File: config.mk
export PLATFORM = sky130hd
export DESIGN_NAME = cid_core
export DESIGN_NICKNAME = d
export VERILOG_FILES = /design/src/rtl/cid_pkg.sv /design/src/rtl/cid_core.sv
export SDC_FILE = /design/constraint.sdc
export NUM_CORES = 1
export LEC_CHECK = 0
export ABC_AREA = 0
export ABC_CLOCK_PERIOD_IN_PS = 29900
export CORE_ASPECT_RATIO = 0.9
export CORE_MARGIN = 5
export CORE_UTILIZATION = 50
export DETAILED_ROUTE_END_ITERATION = 16
export DONT_BUFFER_PORTS = 1
export PLACE_DENSITY = 0.7
export SKIP_CTS_REPAIR_TIMING = 1
export SLEW_MARGIN = 20
export SYNTH_ARGS = -nofsm -noshare
export SYNTH_HDL_FRONTEND = slang
export SYNTH_SLANG_ARGS = --single-unit
File: constraint.sdc
create_clock -name clk -period 29.9 [get_ports clk]
set_input_delay 0 -clock clk [delete_from_list [all_inputs] [get_ports clk]]
set_output_delay 0 -clock clk [all_outputs]
set_load 0.01 [all_outputs]
File: src/rtl/cid_pkg.sv
// shared encodings, register map and constants for the control and indirect decoder
package cid_pkg;
  typedef enum logic [1:0] {ST_IDLE = 2'b00, ST_EXEC = 2'b01, ST_XTRA = 2'b10, ST_NOP = 2'b11} cid_state_e;
  typedef enum logic [4:0] {
    OP_NOP = 5'b00000, relative_branch_op = 5'b00001, branch_by_accum_op = 5'b00010, OP_CALL = 5'b00011,
    call_by_accum_op = 5'b00100, absolute_jump_op = 5'b00101, interrupt_return_op = 5'b00110,
    literal_return_op = 5'b00111, OP_RETURN = 5'b01000, watchdog_clear_op = 5'b01001, OP_SLEEP = 5'b01010,
    OP_OPTION = 5'b01011, OP_PORTDIR = 5'b01100, pointer_add_op = 5'b01101, indirect_load_op = 5'b01110,
    OP_LOAD_IDX = 5'b01111, indirect_store_op = 5'b10000, OP_STORE_IDX = 5'b10001, literal_and_op = 5'b10010,
    literal_add_op = 5'b10011, file_and_op = 5'b10100
  } cid_op_e;
  // full-word opcodes
  localparam logic [13:0] OPC_BR_ACC = 14'h000b;
  localparam logic [13:0] OPC_CALL_ACC = 14'h000a;
  localparam logic [13:0] OPC_RET_INT = 14'h0009;
  localparam logic [13:0] OPC_RETURN = 14'h0008;
  localparam logic [13:0] OPC_WDT_CLR = 14'h0064;
  localparam logic [13:0] OPC_OPTION = 14'h0062;
  localparam logic [13:0] OPC_SLEEP = 14'h0063;
  // prefix opcodes, compared against the top bits named in each
  localparam logic [4:0] OPC_REL_BR_13_9 = 5'h19;
  localparam logic [2:0] OPC_CALL_13_11 = 3'h4;
  localparam logic [2:0] OPC_JUMP_13_11 = 3'h5;
  localparam logic [5:0] OPC_RET_LIT_13_8 = 6'h34;
  localparam logic [10:0] OPC_PORTDIR_13_3 = 11'h00c;
  localparam logic [6:0] OPC_PTR_ADD_13_7 = 7'h62;
  localparam logic [10:0] OPC_IND_LOAD_13_3 = 11'h002;
  localparam logic [10:0] OPC_IND_STORE_13_3 = 11'h003;
  localparam logic [6:0] OPC_LOAD_IDX_13_7 = 7'h7e;
  localparam logic [6:0] OPC_STORE_IDX_13_7 = 7'h7f;
  localparam logic [5:0] OPC_LIT_AND_13_8 = 6'h39;
  localparam logic [5:0] OPC_LIT_ADD_13_8 = 6'h3e;
  localparam logic [5:0] OPC_FILE_AND_13_8 = 6'h05;
  // pre/post modifier codes
  localparam logic [1:0] MM_PRE_INC = 2'h0;
  localparam logic [1:0] MM_PRE_DEC = 2'h1;
  localparam logic [1:0] MM_POST_INC = 2'h2;
  localparam logic [1:0] MM_POST_DEC = 2'h3;
  // file addresses that alias the indirect data ports
  localparam logic [6:0] IND_PORT0_ADDR = 7'h00;
  localparam logic [6:0] IND_PORT1_ADDR = 7'h01;
  // register map, byte addresses
  localparam logic [7:0] REG_ACCUM = 8'h00;
  localparam logic [7:0] REG_STATUS = 8'h04;
  localparam logic [7:0] REG_PTR0 = 8'h08;
  localparam logic [7:0] REG_PTR1 = 8'h0c;
  localparam logic [7:0] REG_PC = 8'h10;
  localparam logic [7:0] REG_OPTION = 8'h14;
  // status register bit positions
  localparam int ST_C = 0;
  localparam int ST_DCY = 1;
  localparam int ST_Z = 2;
  localparam int ST_PDN = 3;
  localparam int ST_TOUT = 4;
  localparam int ST_GIE = 5;
  localparam logic RST_TOUT = 1'b1;
  localparam logic RST_PDN = 1'b1;
  localparam logic [1:0] CYC_ONE = 2'h1;
  localparam logic [1:0] CYC_TWO = 2'h2;
endpackage

File: src/rtl/cid_core.sv
// decode and execute unit for control, inherent and pointer-indirect instructions
//
// Decided for this implementation: the address map and strobed register access.
`timescale 1ns/1ps
// How it works
// - pc-changing instructions take two cycles, nop second
// - indirect access with pointer msb adds cycle
// - decode relative branch and branch by accumulator
// - decode call, jump, call by accumulator
// - decode literal return, return, interrupt return
// - sleep and watchdog clear update timeout/powerdown
// - option instruction copies accumulator to option
// - direction instruction copies accumulator to selected port
// - decode pointer add with pointer select bit
// - pointer add adds signed six-bit literal, flags kept
// - pointer arithmetic wraps modulo sixteen bits
// - indirect load with pre/post modify sets zero
// - indirect store with pre/post modify, flags kept
// - indexed load from pointer plus offset, zero
// - indexed store to pointer plus offset
// - literal and into accumulator, zero only
// - literal add sets carry, digit carry, zero
// - file and to accumulator or file, zero
module cid_core #(
  parameter int PC_W = 15,
  parameter int STACK_DEPTH = 16
) (
  // clock and reset
  input wire logic clk,
  input wire logic resetn,
  // instruction stream
  input wire logic instr_valid,
  input wire logic [13:0] instr,
  output logic instr_ready,
  output logic instr_done,
  output logic [1:0] instr_cycles,
  output logic [PC_W-1:0] program_counter,
  // data memory
  output logic [15:0] mem_addr,
  output logic [7:0] mem_wdata,
  output logic mem_we,
  output logic mem_re,
  input wire logic [7:0] mem_rdata,
  // register port
  input wire logic [7:0] bus_addr,
  input wire logic [31:0] bus_wdata,
  input wire logic bus_wr,
  input wire logic bus_rd,
  output logic [31:0] bus_rdata,
  // core state
  output logic [7:0] accum,
  output logic carry_flag,
  output logic digit_carry_flag,
  output logic zero_flag,
  output logic timeout_flag,
  output logic powerdown_flag,
  output logic int_enable,
  output logic [7:0] option_value,
  output logic [63:0] port_direction_register,
  output logic sleep_req,
  output logic wdt_clear
);
  localparam int SP_W = $clog2(STACK_DEPTH);

  initial begin
    if (PC_W < 12 || PC_W > 16) begin
      $error("cid_core: PC_W must be 12 to 16");
    end
    if (STACK_DEPTH < 2 || (1 << SP_W) != STACK_DEPTH) begin
      $error("cid_core: STACK_DEPTH must be a power of two");
    end
  end

  typedef struct packed {
    cid_pkg::cid_state_e state;
    cid_pkg::cid_op_e op;
    logic [13:0] ins;
    logic [7:0] w;
    logic c;
    logic dcy;
    logic z;
    logic to;
    logic pdn;
    logic gie;
    logic [1:0][15:0] ptr;
    logic [PC_W-1:0] pc;
    logic [SP_W-1:0] sp;
    logic [STACK_DEPTH-1:0][PC_W-1:0] stack;
    logic [7:0] option;
    logic [7:0][7:0] pdir;
    logic [15:0] mem_addr;
    logic [7:0] mem_wdata;
    logic mem_we;
    logic mem_re;
    logic ready;
    logic done;
    logic [1:0] cyc;
    logic xtra;
    logic sleep_req;
    logic wdt_clear;
    logic [31:0] rdata;
  } cid_state_s;

  cid_state_s r;
  cid_state_s n;
  logic [1:0] rsync_reg;
  logic rst_n;

  function automatic logic [15:0] sext6(input logic [5:0] k);
    return {{10{k[5]}}, k};
  endfunction

  function automatic logic [PC_W-1:0] sext9(input logic [8:0] k);
    return {{(PC_W-9){k[8]}}, k};
  endfunction

  function automatic logic is_two(input cid_pkg::cid_op_e op);
    case (op)
      cid_pkg::relative_branch_op, cid_pkg::branch_by_accum_op, cid_pkg::OP_CALL, cid_pkg::call_by_accum_op,
      cid_pkg::absolute_jump_op, cid_pkg::interrupt_return_op, cid_pkg::literal_return_op,
      cid_pkg::OP_RETURN: is_two = 1'b1;
      default: is_two = 1'b0;
    endcase
  endfunction

  function automatic cid_pkg::cid_op_e decode_op(input logic [13:0] i);
    if (i == cid_pkg::OPC_BR_ACC) return cid_pkg::branch_by_accum_op;
    if (i == cid_pkg::OPC_CALL_ACC) return cid_pkg::call_by_accum_op;
    if (i == cid_pkg::OPC_RET_INT) return cid_pkg::interrupt_return_op;
    if (i == cid_pkg::OPC_RETURN) return cid_pkg::OP_RETURN;
    if (i == cid_pkg::OPC_WDT_CLR) return cid_pkg::watchdog_clear_op;
    if (i == cid_pkg::OPC_OPTION) return cid_pkg::OP_OPTION;
    if (i == cid_pkg::OPC_SLEEP) return cid_pkg::OP_SLEEP;
    if (i[13:3] == cid_pkg::OPC_PORTDIR_13_3) return cid_pkg::OP_PORTDIR;
    if (i[13:3] == cid_pkg::OPC_IND_LOAD_13_3) return cid_pkg::indirect_load_op;
    if (i[13:3] == cid_pkg::OPC_IND_STORE_13_3) return cid_pkg::indirect_store_op;
    if (i[13:7] == cid_pkg::OPC_PTR_ADD_13_7) return cid_pkg::pointer_add_op;
    if (i[13:7] == cid_pkg::OPC_LOAD_IDX_13_7) return cid_pkg::OP_LOAD_IDX;
    if (i[13:7] == cid_pkg::OPC_STORE_IDX_13_7) return cid_pkg::OP_STORE_IDX;
    if (i[13:8] == cid_pkg::OPC_RET_LIT_13_8) return cid_pkg::literal_return_op;
    if (i[13:8] == cid_pkg::OPC_LIT_AND_13_8) return cid_pkg::literal_and_op;
    if (i[13:8] == cid_pkg::OPC_LIT_ADD_13_8) return cid_pkg::literal_add_op;
    if (i[13:8] == cid_pkg::OPC_FILE_AND_13_8) return cid_pkg::file_and_op;
    if (i[13:9] == cid_pkg::OPC_REL_BR_13_9) return cid_pkg::relative_branch_op;
    if (i[13:11] == cid_pkg::OPC_CALL_13_11) return cid_pkg::OP_CALL;
    if (i[13:11] == cid_pkg::OPC_JUMP_13_11) return cid_pkg::absolute_jump_op;
    return cid_pkg::OP_NOP;
  endfunction

  // reset release through two flops, assertion stays asynchronous
  always_ff @(posedge clk or negedge resetn) begin
    if (!resetn) begin
      rsync_reg <= 2'h0;
    end else begin
      rsync_reg <= {rsync_reg[0], 1'b1};
    end
  end
  assign rst_n = rsync_reg[1];

  cid_pkg::cid_op_e op_in;
  logic sel_in;
  logic [15:0] p_in;
  logic [15:0] p_mod;
  logic [15:0] p_acc;
  logic [PC_W-1:0] pc1;
  logic [7:0] res;
  logic [8:0] sum9;
  logic [4:0] nib5;

  always_comb begin
    n = r;
    op_in = decode_op(instr);
    sel_in = 1'b0;
    p_in = 16'h0000;
    p_mod = 16'h0000;
    p_acc = 16'h0000;
    pc1 = r.pc + PC_W'(1);
    res = 8'h00;
    sum9 = 9'h000;
    nib5 = 5'h00;
    n.done = 1'b0;
    n.sleep_req = 1'b0;
    n.wdt_clear = 1'b0;
    n.mem_we = 1'b0;
    n.mem_re = 1'b0;
    n.rdata = 32'h0000_0000;
    if (bus_rd) begin
      case (bus_addr)
        cid_pkg::REG_ACCUM: n.rdata = {24'h00_0000, r.w};
        cid_pkg::REG_STATUS: n.rdata = {26'h000_0000, r.gie, r.to, r.pdn, r.z, r.dcy, r.c};
        cid_pkg::REG_PTR0: n.rdata = {16'h0000, r.ptr[0]};
        cid_pkg::REG_PTR1: n.rdata = {16'h0000, r.ptr[1]};
        cid_pkg::REG_PC: n.rdata = 32'(r.pc);
        cid_pkg::REG_OPTION: n.rdata = {24'h00_0000, r.option};
        default: n.rdata = 32'h0000_0000;
      endcase
    end
    // software writes first, so an instruction result in the same cycle wins
    if (bus_wr) begin
      case (bus_addr)
        cid_pkg::REG_ACCUM: n.w = bus_wdata[7:0];
        cid_pkg::REG_STATUS: begin
          n.c = bus_wdata[cid_pkg::ST_C];
          n.dcy = bus_wdata[cid_pkg::ST_DCY];
          n.z = bus_wdata[cid_pkg::ST_Z];
          n.pdn = bus_wdata[cid_pkg::ST_PDN];
          n.to = bus_wdata[cid_pkg::ST_TOUT];
          n.gie = bus_wdata[cid_pkg::ST_GIE];
        end
        cid_pkg::REG_PTR0: n.ptr[0] = bus_wdata[15:0];
        cid_pkg::REG_PTR1: n.ptr[1] = bus_wdata[15:0];
        cid_pkg::REG_PC: n.pc = bus_wdata[PC_W-1:0];
        cid_pkg::REG_OPTION: n.option = bus_wdata[7:0];
        default: n.w = n.w;
      endcase
    end
    case (r.state)
      cid_pkg::ST_IDLE: begin
        if (instr_valid) begin
          n.ins = instr;
          n.op = op_in;
          n.state = cid_pkg::ST_EXEC;
          n.xtra = 1'b0;
          sel_in = (op_in == cid_pkg::indirect_load_op || op_in == cid_pkg::indirect_store_op) ? instr[2] : instr[6];
          p_in = r.ptr[sel_in];
          case (op_in)
            cid_pkg::pointer_add_op: n.ptr[sel_in] = p_in + sext6(instr[5:0]);
            cid_pkg::indirect_load_op, cid_pkg::indirect_store_op: begin
              case (instr[1:0])
                cid_pkg::MM_PRE_INC: p_mod = p_in + 16'h0001;
                cid_pkg::MM_PRE_DEC: p_mod = p_in - 16'h0001;
                cid_pkg::MM_POST_INC: p_mod = p_in + 16'h0001;
                default: p_mod = p_in - 16'h0001;
              endcase
              p_acc = instr[1] ? p_in : p_mod;
              n.ptr[sel_in] = p_mod;
              n.mem_addr = p_acc;
              n.mem_re = (op_in == cid_pkg::indirect_load_op);
              n.mem_we = (op_in == cid_pkg::indirect_store_op);
              n.mem_wdata = r.w;
              n.xtra = p_acc[15];
            end
            cid_pkg::OP_LOAD_IDX, cid_pkg::OP_STORE_IDX: begin
              n.mem_addr = p_in + sext6(instr[5:0]);
              n.mem_re = (op_in == cid_pkg::OP_LOAD_IDX);
              n.mem_we = (op_in == cid_pkg::OP_STORE_IDX);
              n.mem_wdata = r.w;
              n.xtra = p_in[15];
            end
            cid_pkg::file_and_op: begin
              // a file address that names an indirect data port goes through its pointer
              if (instr[6:0] == cid_pkg::IND_PORT0_ADDR || instr[6:0] == cid_pkg::IND_PORT1_ADDR) begin
                p_acc = r.ptr[instr[0]];
                n.xtra = p_acc[15];
              end else begin
                p_acc = {9'h000, instr[6:0]};
              end
              n.mem_addr = p_acc;
              n.mem_re = 1'b1;
            end
            default: n.xtra = 1'b0;
          endcase
        end
      end
      cid_pkg::ST_EXEC: begin
        n.pc = pc1;
        case (r.op)
          cid_pkg::relative_branch_op: n.pc = pc1 + sext9(r.ins[8:0]);
          cid_pkg::branch_by_accum_op: n.pc = pc1 + PC_W'(r.w);
          cid_pkg::OP_CALL, cid_pkg::call_by_accum_op: begin
            // the stack wraps silently on overflow
            n.stack[r.sp] = pc1;
            n.sp = r.sp + SP_W'(1);
            n.pc = (r.op == cid_pkg::OP_CALL) ? {pc1[PC_W-1:11], r.ins[10:0]} : {pc1[PC_W-1:8], r.w};
          end
          cid_pkg::absolute_jump_op: n.pc = {pc1[PC_W-1:11], r.ins[10:0]};
          cid_pkg::interrupt_return_op, cid_pkg::literal_return_op, cid_pkg::OP_RETURN: begin
            n.sp = r.sp - SP_W'(1);
            n.pc = r.stack[n.sp];
            if (r.op == cid_pkg::literal_return_op) begin
              n.w = r.ins[7:0];
            end
            if (r.op == cid_pkg::interrupt_return_op) begin
              n.gie = 1'b1;
            end
          end
          cid_pkg::OP_SLEEP: begin
            n.to = 1'b1;
            n.pdn = 1'b0;
            n.sleep_req = 1'b1;
          end
          cid_pkg::watchdog_clear_op: begin
            n.to = 1'b1;
            n.pdn = 1'b1;
            n.wdt_clear = 1'b1;
          end
          cid_pkg::OP_OPTION: n.option = r.w;
          cid_pkg::OP_PORTDIR: n.pdir[r.ins[2:0]] = r.w;
          cid_pkg::indirect_load_op, cid_pkg::OP_LOAD_IDX: begin
            n.w = mem_rdata;
            n.z = (mem_rdata == 8'h00);
          end
          cid_pkg::literal_and_op: begin
            res = r.w & r.ins[7:0];
            n.w = res;
            n.z = (res == 8'h00);
          end
          cid_pkg::literal_add_op: begin
            sum9 = {1'b0, r.w} + {1'b0, r.ins[7:0]};
            nib5 = {1'b0, r.w[3:0]} + {1'b0, r.ins[3:0]};
            n.w = sum9[7:0];
            n.c = sum9[8];
            n.dcy = nib5[4];
            n.z = (sum9[7:0] == 8'h00);
          end
          cid_pkg::file_and_op: begin
            res = r.w & mem_rdata;
            n.z = (res == 8'h00);
            if (r.ins[7]) begin
              n.mem_we = 1'b1;
              n.mem_wdata = res;
            end else begin
              n.w = res;
            end
          end
          default: n.pc = pc1;
        endcase
        n.cyc = cid_pkg::CYC_ONE;
        if (r.xtra) begin
          n.state = cid_pkg::ST_XTRA;
        end else if (is_two(r.op)) begin
          n.state = cid_pkg::ST_NOP;
        end else begin
          n.state = cid_pkg::ST_IDLE;
          n.done = 1'b1;
        end
      end
      cid_pkg::ST_XTRA: begin
        n.cyc = r.cyc + 2'h1;
        if (is_two(r.op)) begin
          n.state = cid_pkg::ST_NOP;
        end else begin
          n.state = cid_pkg::ST_IDLE;
          n.done = 1'b1;
        end
      end
      cid_pkg::ST_NOP: begin
        n.cyc = r.cyc + 2'h1;
        n.state = cid_pkg::ST_IDLE;
        n.done = 1'b1;
      end
      default: n.state = cid_pkg::ST_IDLE;
    endcase
    n.ready = (n.state == cid_pkg::ST_IDLE);
  end

  always_ff @(posedge clk or negedge rst_n) begin
    if (!rst_n) begin
      r <= '0;
      r.to <= cid_pkg::RST_TOUT;
      r.pdn <= cid_pkg::RST_PDN;
      r.ready <= 1'b1;
    end else begin
      r <= n;
    end
  end

  assign instr_ready = r.ready;
  assign instr_done = r.done;
  assign instr_cycles = r.cyc;
  assign program_counter = r.pc;
  assign mem_addr = r.mem_addr;
  assign mem_wdata = r.mem_wdata;
  assign mem_we = r.mem_we;
  assign mem_re = r.mem_re;
  assign bus_rdata = r.rdata;
  assign accum = r.w;
  assign carry_flag = r.c;
  assign digit_carry_flag = r.dcy;
  assign zero_flag = r.z;
  assign timeout_flag = r.to;
  assign powerdown_flag = r.pdn;
  assign int_enable = r.gie;
  assign option_value = r.option;
  assign port_direction_register = r.pdir;
  assign sleep_req = r.sleep_req;
  assign wdt_clear = r.wdt_clear;

  logic exec_q;
  assign exec_q = (r.state == cid_pkg::ST_EXEC);
endmodule

==> results.ini <==
[run_status]
outcome = finished, violations left
violations = negative hold slack

[finish]
utilization_pct = 54.6
design_area_sq_um = 27700
final_cells = 3242
area_growth_pct = 7.55
final_nets = 2658
drive_gt1_share_pct = 14.2

[clock_tree]
clockBufferDepth = 3
cts_root_buffer = clkbuf_16
clk_pin_slew_ps = 60
clock_latency_ps = 600
clock-sinks = 446
cts_tree = done
cts_buffers = 47
htreeDepth = 2

[timing]
setup_ws_ps = 24260
min_period_ps = 5640
hold_viol = 10
period_share_pct = 18.9
tightestPinTransition_ps = 1110
rsz0062_at_grt = false
whs_ps = -95.1
finClkSkew_ps = 17.7
slew_headroom_pct = 25.6
fmax_mhz = 177
maxSlewViolCount = 0
tns_ps = 0
finalSetupViolCount = 0

[place]
placed_cell_area_sq_um = 25300
dp_slack_ps = 24340
dpl.hpwl_um = 53300
dp_cells = 3086
gp_congestion = 0.950
portBuffers = 0

[critical_path]
critPathMostFrequentCell = a21o_1
cp_slowest_cell = dlygate4sd3_1
cp.required_ps = 30320
timing.critical_path.cells = dlygate4sd3_1 > or4_4 > or4_4 > a31oi_4 > o21ai_2 > o21ai_2 > a31oi_2 > buf_4 > nand2_1 > nand2_1 > fa_1 > a21o_1 > a21o_1 > a21o_1 > a21o_1 > a21oi_1 > o22ai_1 > o41ai_1 > o21ai_0 > xor2_1 > a22oi_1 > o22ai_1
cp-end-kind = register
ff2ff_path_depth = 15
r2r_end = program_counter[13]
crit_fanout = 26
start_kind = input port
r2r_slack_ps = 24710
cpPeakStageDelay_ps = 710
crit_type = in2reg
r2r_start = r[456]
arrival_ps = 6060

[synth]
synth_seq_area_share_pct = 43.4
synth_edf_count = 0
yosys_warnings = 0
syn_inst = 2662
syn_area_sq_um = 25700
synthArstFlopShare_pct = 100
synth_cell_type_count = 84
synth.avg_cell_area_sq_um = 9.66
ys_seq_elements = 446
synthFlopType = dfrtp_1

[routing]
wl_per_cell_um = 24.4
dr.pass1.iters = 8
drc_errors = 0
drt-vias-per-instance = 6.29
vias = 20400
finalWirelength_um = 79100
drtIter0Drc = 2228
ant_nets = 0

[power_and_ir_drop]
leakagePower_nw = 12.6
finalPower_mw = 2.39
powerDensity_nw_per_um2 = 86.4
vdd_drop_max_v = 0.0000926

[run]
maxCapViolations = 0

[hold_path]
min_path_type = in2reg
hp-start = mem_rdata[3]
hold_end = accum[3]
hold_depth = 6

[floorplan]
die_h_um = 225
rows = 78
start_util_pct = 50.8
dieArea_sq_um = 56100
core_area_sq_um = 50700
io_pins = 232
chipWidth_um = 249

[grt]
antenna_found_initial = 2
grt_max_degree = 169
grt_pass1_vias = 19800
grt.overflow.total = 0
grt_pass1_wl_um = 119000
track_usage_pct = 26.7

[cell families (layout without fill, tap and decap cells)]
kind of cell	after synthesis	after routing	share of synthesized area (%)
AO/OA/AOI/OAI	666	666	15.8
XOR/XNOR	72	72	2.51
adder cells (fa/ha/maj)	69	69	3.47
buffers and inverters	364	247	7.59
flip-flops	446	446	43.4
multiplexers	273	273	14.1
other	2	19	0.0292
AND/OR/NAND/NOR	770	770	13.0
[synthesized netlist by cell type, types with 5 or more instances]
cell type | number | area share (%)
nand2_1 | 471 | 6.9
dfrtp_1 | 443 | 43
o21ai_0 | 330 | 6.4
clkbuf_1 | 160 | 2.3
buf_4 | 153 | 4.5
mux2_2 | 117 | 5.1
nor2_1 | 104 | 1.5
a21oi_1 | 97 | 1.9
mux2i_1 | 95 | 3.7
ha_1 | 65 | 3.2
mux4_2 | 60 | 5.3
nand3_1 | 51 | 0.99
xnor2_1 | 46 | 1.6
inv_1 | 33 | 0.48
nor3_1 | 28 | 0.54
o22ai_1 | 28 | 0.68
xor2_1 | 25 | 0.85
nor2b_1 | 23 | 0.56
a222oi_1 | 22 | 0.86
a221oi_1 | 20 | 0.68
a22oi_1 | 20 | 0.58
a21o_1 | 18 | 0.53
a31oi_1 | 17 | 0.41
and2_1 | 14 | 0.34
buf_1 | 14 | 0.20
nand4_1 | 14 | 0.34
a211oi_1 | 13 | 0.38
o211ai_1 | 13 | 0.38
nor4_1 | 11 | 0.27
o21bai_1 | 11 | 0.32
and3_1 | 10 | 0.24
a22o_1 | 9 | 0.31
nand2b_1 | 9 | 0.22
o21a_1 | 8 | 0.23
o21ai_1 | 7 | 0.14
nor3b_1 | 6 | 0.18
a211o_1 | 5 | 0.17
nand3b_1 | 5 | 0.15
[layout make-up]
cell class | count | area (sq um)
Tap cell | 680 | 851
Antenna cell | 2 | 5.00
Clock buffer | 62 | 1340
Fill cell | 4376 | 23000
Clock inverter | 25 | 274
Inverter | 33 | 124
Multi-Input combinational cell | 1867 | 12700
Sequential cell | 446 | 11200
Timing Repair Buffer | 127 | 1150
[cells in the final DEF, fill, tap and decap left out, drive strengths merged, types with 25 or more instances in the layout]
master / instances
nand2: 471
mux4: 60
o21ai: 339
nor2: 104
xnor2: 46
ha: 65
buf: 61
xor2: 25
clkbuf: 62
inv: 36
mux2i: 95
dlygate4sd3: 66
o22ai: 28
dfrtp: 443
a21oi: 98
mux2: 118
nand3: 51
nor3: 28
[worst max-delay path, delay by kind of cell]
kind	cells	cell delay, ps
adders and majority gates	1	480
buffers and inverters	2	970
AOI/OAI and AO/OA	14	3050
and+or+nand+nor	4	1340
xor gates and xnor gates	1	210
[layer usage]
| metal | track usage [%] | share of wire, % | vias to the layer above |
|---|---|---|---|
| li1 | - | - | 9028 |
| met1 | 35.4 | 40 | 10200 |
| met2 | 43.6 | 47 | 1005 |
| met3 | 6.44 | 9.2 | 200 |
| met4 | 8.88 | 3.4 | 2 |
| met5 | 0 | 0.016 | - |
[worst max path at each step]
| stage | from | endpoint | slack, ps |
|---|---|---|---|
| after floorplan | rsync_reg[1] | async pin | 16550 |
| after global placement | instr[13] | r[410] | 24480 |
| after detailed placement | instr[13] | r[410] | 24340 |
| after CTS | instr[13] | r[410] | 24940 |
| after global routing | instr[5] | r[410] | 23980 |
| final | instr[5] | r[410] | 24260 |
[report_power, final]
part	internal [mW]	total [mW]	switching [mW]
combinational	0.356	0.934	0.578
clock	0.347	0.609	0.261
sequential	0.704	0.846	0.142
total	1.41	2.39	0.982
(Power assumes the default switching activity.)
